[src/hdl/lae_pkg.sv]
package lae_pkg;
  localparam int LAE_INSN_W = 14;
  localparam int LAE_DATA_W = 8;
  localparam int LAE_ADDR_W = 7;
  // encodings of the literal and file operations handled here
  localparam logic [4:0] LAE_ADD_IMM_TOP = 5'h1f;   // 11 111x
  localparam logic [5:0] LAE_AND_IMM_TOP = 6'h39;   // 11 1001
  localparam logic [5:0] LAE_AND_FILE_TOP = 6'h05;  // 00 0101
  localparam logic [5:0] LAE_FILE_MOVE_TOP = 6'h08; // 00 1000
  localparam logic [5:0] LAE_ADD_FILE_TOP = 6'h07;  // 00 0111
  localparam int LAE_DEST_BIT = 7;
  localparam logic [LAE_ADDR_W-1:0] LAE_TIMER_ZERO_ADDR = 7'h01;
  localparam logic [7:0] LAE_W_RESET = 8'h00;
  localparam logic [2:0] LAE_FLAGS_RESET = 3'h0;
  localparam int LAE_OSC_PER_CYCLE = 4;
  localparam logic [1:0] LAE_PHASE_LAST = 2'h3;

  typedef enum logic [1:0] {
    LAE_FETCH = 2'b00,
    LAE_EXEC = 2'b01,
    LAE_IDLE = 2'b11
  } lae_state_e;

  typedef struct packed {
    logic carry;
    logic nibble_overflow_flag;
    logic zero;
  } lae_flags_s;

  typedef struct packed {
    logic we;
    logic [LAE_ADDR_W-1:0] addr;
    logic [LAE_DATA_W-1:0] data;
  } lae_file_wr_s;
endpackage

[src/hdl/lae_literal_alu_execute.sv]
// Operation
// - read-modify-write of I/O uses pin levels
// - timer-zero count write clears its prescaler when prescaler_to_timer is set
// - branch or true test adds idle cycle
// - add_immediate_op adds literal, sets carry, nibble, zero
// - add_immediate_op writes only the accumulator
// - and_immediate_op ANDs literal, sets only Z
// - and_immediate_op result goes to accumulator
// - instruction cycle spans four oscillator periods
// - destination select zero accumulator, one file
`timescale 1ns/1ps
module lae_literal_alu_execute
  import lae_pkg::*;
#(
  parameter int OSC_PER_CYCLE = LAE_OSC_PER_CYCLE
)(
  input wire logic clk,
  input wire logic reset,
  input wire logic clk_en,
  input wire logic insn_valid,
  input wire logic [LAE_INSN_W-1:0] insn,
  input wire logic pc_change,
  input wire logic cond_true,
  input wire logic [LAE_DATA_W-1:0] file_rdata,
  input wire logic file_is_io,
  input wire logic [LAE_DATA_W-1:0] io_pins,
  input wire logic prescaler_to_timer,
  output logic [LAE_DATA_W-1:0] w_ff,
  output lae_flags_s flags_ff,
  output lae_file_wr_s file_wr_ff,
  output logic prescaler_clr_ff,
  output logic insn_done_ff,
  output logic idle_cycle_ff
);
  // the phase counter is two bits wide, so only four periods per cycle fit
  if (OSC_PER_CYCLE != LAE_OSC_PER_CYCLE)
  begin : g_osc_check
    $error("oscillator periods per instruction cycle must be 4");
  end

  logic [1:0] phase_ff;
  logic [LAE_DATA_W-1:0] pins_s1_ff;
  logic [LAE_DATA_W-1:0] pins_s2_ff;
  lae_state_e state_ff;
  logic cycle_end;
  logic [5:0] top6;
  logic is_add_imm;
  logic is_and_imm;
  logic is_and_file;
  logic is_move_file;
  logic is_add_file;
  logic dest_file;
  logic [LAE_DATA_W-1:0] src_f;
  logic [LAE_DATA_W-1:0] result;
  lae_flags_s nxt_flags;
  logic writes_file;

  function automatic logic [LAE_DATA_W+1:0] add_flags(input logic [7:0] a, input logic [7:0] b);
    logic [8:0] s;
    logic [4:0] n;
    s = {1'b0, a} + {1'b0, b};
    n = {1'b0, a[3:0]} + {1'b0, b[3:0]};
    add_flags = {s[8], n[4], s[7:0]};
  endfunction

  // four oscillator periods per instruction cycle
  always_ff @(posedge clk)
  begin
    if (reset)
      phase_ff <= 2'h0;
    else if (clk_en)
      phase_ff <= phase_ff + 2'h1;
  end
  assign cycle_end = clk_en && (phase_ff == LAE_PHASE_LAST);

  // pins come from outside, so two stages before use
  always_ff @(posedge clk)
  begin
    if (reset)
    begin
      pins_s1_ff <= 8'h00;
      pins_s2_ff <= 8'h00;
    end
    else if (clk_en)
    begin
      pins_s1_ff <= io_pins;
      pins_s2_ff <= pins_s1_ff;
    end
  end

  assign top6 = insn[13:8];
  assign is_add_imm = insn_valid && (top6[5:1] == LAE_ADD_IMM_TOP);
  assign is_and_imm = insn_valid && (top6 == LAE_AND_IMM_TOP);
  assign is_and_file = insn_valid && (top6 == LAE_AND_FILE_TOP);
  assign is_move_file = insn_valid && (top6 == LAE_FILE_MOVE_TOP);
  assign is_add_file = insn_valid && (top6 == LAE_ADD_FILE_TOP);
  assign dest_file = insn[LAE_DEST_BIT];
  assign src_f = file_is_io ? pins_s2_ff : file_rdata;
  assign writes_file = (is_and_file || is_move_file || is_add_file) && dest_file;

  always_comb
  begin
    logic [9:0] a;
    a = 10'h000;
    result = w_ff;
    nxt_flags = flags_ff;
    if (is_add_imm)
    begin
      a = add_flags(w_ff, insn[7:0]);
      result = a[7:0];
      nxt_flags = '{carry: a[9], nibble_overflow_flag: a[8], zero: (a[7:0] == 8'h00)};
    end
    else if (is_and_imm)
    begin
      result = w_ff & insn[7:0];
      nxt_flags.zero = (result == 8'h00);
    end
    else if (is_add_file)
    begin
      a = add_flags(w_ff, src_f);
      result = a[7:0];
      nxt_flags = '{carry: a[9], nibble_overflow_flag: a[8], zero: (a[7:0] == 8'h00)};
    end
    else if (is_and_file)
    begin
      result = w_ff & src_f;
      nxt_flags.zero = (result == 8'h00);
    end
    else if (is_move_file)
    begin
      result = src_f;
      nxt_flags.zero = (result == 8'h00);
    end
  end

  always_ff @(posedge clk)
  begin
    if (reset)
      state_ff <= LAE_FETCH;
    else if (cycle_end)
      case (state_ff)
        // every executing cycle may branch, whichever state it ran in
        LAE_FETCH, LAE_EXEC:
          if (!insn_valid)
            state_ff <= LAE_FETCH;
          else if (pc_change || cond_true)
            state_ff <= LAE_IDLE;
          else
            state_ff <= LAE_EXEC;
        // leaving idle for exec keeps the exit a one-bit change
        LAE_IDLE: state_ff <= LAE_EXEC;
        default: state_ff <= LAE_FETCH;
      endcase
  end

  // a single accumulator write per cycle; file ops with d=1 leave it alone
  always_ff @(posedge clk)
  begin
    if (reset)
    begin
      w_ff <= LAE_W_RESET;
      flags_ff <= LAE_FLAGS_RESET;
    end
    else if (cycle_end && state_ff != LAE_IDLE)
    begin
      if (is_add_imm || is_and_imm)
        w_ff <= result;
      else if ((is_and_file || is_move_file || is_add_file) && !dest_file)
        w_ff <= result;
      flags_ff <= nxt_flags;
    end
  end

  always_ff @(posedge clk)
  begin
    if (reset)
    begin
      file_wr_ff <= '0;
      prescaler_clr_ff <= 1'b0;
      insn_done_ff <= 1'b0;
      idle_cycle_ff <= 1'b0;
    end
    else if (clk_en)
    begin
      file_wr_ff.we <= cycle_end && state_ff != LAE_IDLE && writes_file;
      file_wr_ff.addr <= insn[LAE_ADDR_W-1:0];
      file_wr_ff.data <= result;
      // prescaler is shared, so only clear it while the timer owns it
      prescaler_clr_ff <= cycle_end && state_ff != LAE_IDLE && writes_file
        && insn[LAE_ADDR_W-1:0] == LAE_TIMER_ZERO_ADDR && prescaler_to_timer;
      insn_done_ff <= cycle_end && state_ff != LAE_IDLE && insn_valid;
      idle_cycle_ff <= cycle_end && state_ff != LAE_IDLE && insn_valid
        && (pc_change || cond_true);
    end
  end
endmodule

[config.mk]
export PLATFORM = sky130hd
export DESIGN_NAME = lae_literal_alu_execute
export DESIGN_NICKNAME = d
export VERILOG_FILES = /design/src/hdl/lae_pkg.sv /design/src/hdl/lae_literal_alu_execute.sv
export SDC_FILE = /design/constraint.sdc
export NUM_CORES = 1
export LEC_CHECK = 0
export ABC_AREA = 0
export BUFFER_PORTS_ARGS = -buffer_cell sky130_fd_sc_hd__buf_2
export CAP_MARGIN = 20
export CORE_MARGIN = 4
export CORE_UTILIZATION = 44
export DETAILED_ROUTE_END_ITERATION = 7
export PLACE_DENSITY_LB_ADDON = 0.15
export REMOVE_ABC_BUFFERS = 1
export SETUP_SLACK_MARGIN = 0.15
export SLEW_MARGIN = 10
export SYNTH_ARGS = -nofsm -noshare
export SYNTH_HDL_FRONTEND = slang
export SYNTH_SLANG_ARGS = --single-unit
[constraint.sdc]
create_clock -name clk -period 2.5 [get_ports clk]
set_input_delay 0.125 -clock clk [delete_from_list [all_inputs] [get_ports clk]]
set_output_delay 0.125 -clock clk [all_outputs]
set_load 0.01 [all_outputs]
After elaboration in Yosys (flattened, before gate mapping) --
Index checks and enable logic that the tools add are counted.
Cells by class: $add $sub $neg 5, multipliers 0, div/mod/pow operators 0, $lt $le $gt $ge 0, eq/ne operators 11, shift-type cells 0, multiplexer cells 18, bitwise gates (word level) 2, reduce and logical (&&, ||, !) cells 32
Operator list (number):
- $mux 8 | 8
- $logic_not 8->1 | 5
- $add 8x8->9 | 2
- $and 8x8->8 | 2
- $logic_and 1x1->1 | 14
- $eq 6x3->1 const B | 2
- $add 4x4->5 | 2
- $mux 2 | 4
- $eq 7x1->1 const B | 1
- $eq 6x4->1 const B | 1
- $eq 6x6->1 const B | 1
- $eq 5x5->1 const B | 1
- $reduce_bool 5->1 | 1
- $eq 2x2->1 const B | 2
- $logic_or 1x1->1 | 4
- $mux 1 | 4
- $ne 2x2->1 const B | 2
- $pmux 2 s2 | 1
- $reduce_and 2->1 | 2
- $reduce_bool 2->1 | 2
- $mux 3 | 1
- $reduce_and 3->1 | 1
- $add 2x1->2 const B | 1
- $eq 2x1->1 const B | 1
- 3 further kinds | 3
Storage, ports and cells: register bits after elaboration 50, bits in latches 0, bits in writable memories 0, bits in read-only memories 0, input bits 38, logic and storage cells 82, memories 0

Logic depth before layout (Yosys ltp) --
depth in word-level cells 9, depth in mapped cells 11, gate-level depth less buffers 10

Least setup slack after synthesis --
OpenSTA, ideal clock, no wires.
kind register -> register, start point reg pins_s2_ff[0], end point reg flags_ff[0] (netlist name), arrival time 2607 ps, setup slack -194 ps, cell stages (with the launch flop) 10, path buffers 0, clock period less this slack 2694 ps, cells stage by stage dfxtp_1 mux2_2 ha_1 fa_1 and3_1 or3_1 a2111oi_0 o311a_1 a41oi_1 a221oi_2
Between the ends: word-level cells in the longest chain between the ends 7, elaborated cells on any way between the ends 11
Ends and longest elaborated chain:
- start, declared | line lae_literal_alu_execute.sv:43 | logic [LAE_DATA_W-1:0] pins_s2_ff;
- start signal, assigned | line lae_literal_alu_execute.sv:87 | pins_s2_ff <= pins_s1_ff;
- $mux 8 * | line lae_literal_alu_execute.sv:98 | assign src_f = file_is_io ? pins_s2_ff : file_rdata;
- branches (longest 3 deep; another with $add 8x8->9)
- $mux 1 * | line lae_literal_alu_execute.sv:118 | else if (is_add_file)
- $mux 1 * | line lae_literal_alu_execute.sv:113 | else if (is_and_imm)
- $mux 3 * | line lae_literal_alu_execute.sv:107 | if (is_add_imm)
- end signal, assigned | line lae_literal_alu_execute.sv:170 | flags_ff <= nxt_flags;
- end, declared | line lae_literal_alu_execute.sv:29 | output lae_flags_s flags_ff,
Every way passes the cells marked *. The select of a mux whose other input is x is not followed. A chain may end at the register's enable or synchronous reset.

Final worst setup path --
Ends and elaborated chain as after synthesis.

==> results.toml <==
[sta]
min_period_ns = 2.68
period_share_pct = 107
fin_tns_setup_ns = -0.302
fmax_mhz = 374
skew_ns = 0.00533
worst_slew_pin_slew_ns = 0.632
postLayoutSetupSlackWorst_ns = -0.175
setup_viol = 5
hold_viol = 0
relSlewSlack_pct = 57.8
slew_viol_final = 0
rsz0062_at_grt = "true"

[min_path]
min_path_cells = 3
min_from = "io_pins[7]"
holdPathEnd = "pins_s1_ff[7]"
hp-class = "in2reg"

[route]
drtIter0Drc = 197
dr.pass1.iters = 5
vias = 3381
via_per_inst = 5.55
wl_per_cell_um = 18.1
drc = 0
totalWireLength_mm = 11.0
ant_nets = 0

[power_and_ir_drop]
peakVddDrop_v = 0.000235
power.leakage_nw = 1.97
power_density_nw_per_um2 = 361

[finish]
layout.nets = 570
areaGrowthSynthToFinish_pct = 38.2
utilization_pct = 62.6
drive_above_1_share_pct = 39.2
instances_no_fill = 609
final_cell_area_um2 = 4510
layout_commonest_cell = "nor2_1"
diodes = 0
mostFrequentLayoutCells = "70 x nor2_1, 67 x buf_2, 59 x buf_4, 45 x dfxtp_1, 32 x mux2i_1"

[clock_network]
cts_buffers = 5
cts_hold_buf = 0
root_buffer = "clkbuf_8"
cts.clk_slew.worst_paths_ns = 0.09
cts_htree_levels = 2
numClockSinks = 50
insertion_delay_ns = 0.30
clk_path_buf_depth = 2
cts_tree = "yes"

[synth]
ys.flop_type = "dfxtp_1"
yosysWarningCount = 0
synth.avg_cell_area_um2 = 8.37
ys_ff_latch = 50
yosysSeqAreaShare_pct = 30.7
synthArstFlopShare_pct = 0
synthCells = 390
netlist_area_um2 = 3270
synth_cell_type_count = 60
synth-edff-count = 0

[place]
hpwlAfterDp_mm = 8.47
finalWeightedCongestion = 1.00
dpl-instance-area_um2 = 4080
dp_cells = 596
port_buffers = 67
place_ws_ns = -0.368

[critical_path]
worstSetupStartpointType = "flop"
crit_fanout = 2
r2r_start = "pins_s2_ff[0]"
end_kind = "flop"
crit_required_ns = 2.72
r2r_setup_slack_ns = -0.18
r2r_end = "flags_ff[0]"
worstSetupPathType = "reg2reg"
r2r_cells = 10
worstPathArrival_ns = 2.90

[grt]
track_usage_pct = 24.9
antenna_found_initial = 0
grt_pass1_wl_mm = 16.9
grt_util_met2_pct = 40.4
use_met3_pct = 4.17
top_usage_layer = "met2"
grtUsageMet1_pct = 33.8
grt_max_degree = 46
grt_pass1_vias = 3250
overflow = 0

[die]
ios = 68
dieArea_um2 = 8860
fp.coreArea_um2 = 7210
die_x_um = 94.2
start_util_pct = 45.3
num_rows = 31
die_y_um = 94.2

[flow_run]
cap_violations = 0

[status]
status = "complete, but fails checks"
violations = "negative setup slack"
[per-stage QoR]
stage                     power, W  hold slack, ns
after floorplan           0.000989           0.191
after global placement     0.00114           0.360
after detailed placement   0.00114           0.370
after CTS                  0.00161          0.0547
after global routing       0.00170          0.0705
final                      0.00163          0.0597
[critical path, cell delays in order (launching register included)]
cell       delay (ns)
dfxtp_2          0.33
mux2_4           0.28
ha_4             0.17
fa_2             0.37
buf_6            0.14
xor2_4           0.14
or3_4            0.38
a2111oi_4        0.20
o311a_1          0.24
a41oi_2          0.10
a221oi_2         0.24
[flip-flops by register name (all words and copies together) (netlist names), named ones only]
| register | count |
|---|---|
| state_ff | 1 |
| prescaler_clr_ff | 1 |
| w_ff | 8 |
| phase_ff | 2 |
| pins_s2_ff | 8 |
| insn_done_ff | 1 |
| flags_ff | 3 |
| idle_cycle_ff | 1 |
| file_wr_ff | 16 |
| pins_s1_ff | 8 |
[worst max path at each step]
stage / from / endpoint / depth (start not counted)
global route: pins_s2_ff[0] / flags_ff[0] / 10
finish: pins_s2_ff[0] / flags_ff[0] / 10
floorplan: pins_s2_ff[0] / flags_ff[0] / 9
CTS: pins_s2_ff[0] / flags_ff[0] / 9
detailed placement: file_is_io / flags_ff[0] / 10
global placement: file_is_io / flags_ff[0] / 10
[cell type report]
cell class / count / area (µm²)
Fill cell: 674 / 2700
Sequential cell: 50 / 1010
Inverter: 10 / 37.5
Multi-Input combinational cell: 313 / 2430
Tap cell: 99 / 124
Clock buffer: 7 / 76.3
Timing Repair Buffer: 130 / 832
[power by group]
group	switching (W)	internal (W)
sequential	0.0000147	0.000823
combinational	0.000174	0.000157
clock	0.000265	0.000194
total	0.000454	0.00117
[routing by layer]
layer | wire, µm | part of all wire [%]
met2 | 5170 | 47
met5 | 0 | 0
met1 | 5080 | 46
met3 | 525 | 4.8
met4 | 230 | 2.1
[synth_stat cells (2+ instances only)]
master	n	area (µm²)
o21a_1	3	22.5
o21bai_1	2	15.0
a221oi_1	3	26.3
mux2_2	6	67.6
a222oi_1	2	20.0
nand4_1	2	12.5
a211o_1	2	17.5
o22ai_1	2	12.5
dfxtp_1	50	1000
nand2_1	19	71.3
o311ai_0	2	17.5
o21ai_0	20	100
o31ai_1	2	15.0
a2111oi_0	2	17.5
clkbuf_1	8	30.0
a211oi_1	19	143
mux2i_1	33	330
inv_1	10	37.5
nor2_2	4	25.0
buf_2	4	20.0
nor4_1	7	43.8
nor3_1	14	70.1
o211ai_1	2	15.0
xnor2_1	6	52.6
or3_1	3	18.8
ha_1	20	250
nand3_1	4	20.0
a41oi_1	3	26.3
a22oi_1	2	15.0
nor2_1	71	267
a21oi_1	17	85.1
or2_2	2	12.5
nand2b_1	3	18.8
fa_1	2	40.0
xor2_1	3	26.3
buf_1	5	18.8
a21o_1	3	22.5
and3_1	5	31.3
o21ba_2	2	20.0
[cell families after synthesis]
kind of cell | synth area share (%)
buffers and inverters | 3.26
xor gates and xnor gates | 2.41
DFF | 30.7
AOI/OAI and AO/OA | 20.8
and+or+nand+nor | 21.8
adders and majority gates | 8.89
muxes | 12.2
[what timing repair did]
item                                   CTS  global route
setup endpoints to repair               14            14
pin swaps                               11            22
setup buffers                            1             5
endpoints found under the hold margin    0             0
resized for setup                       25            39
No activity file was read; power rests on OpenSTA's default activity.
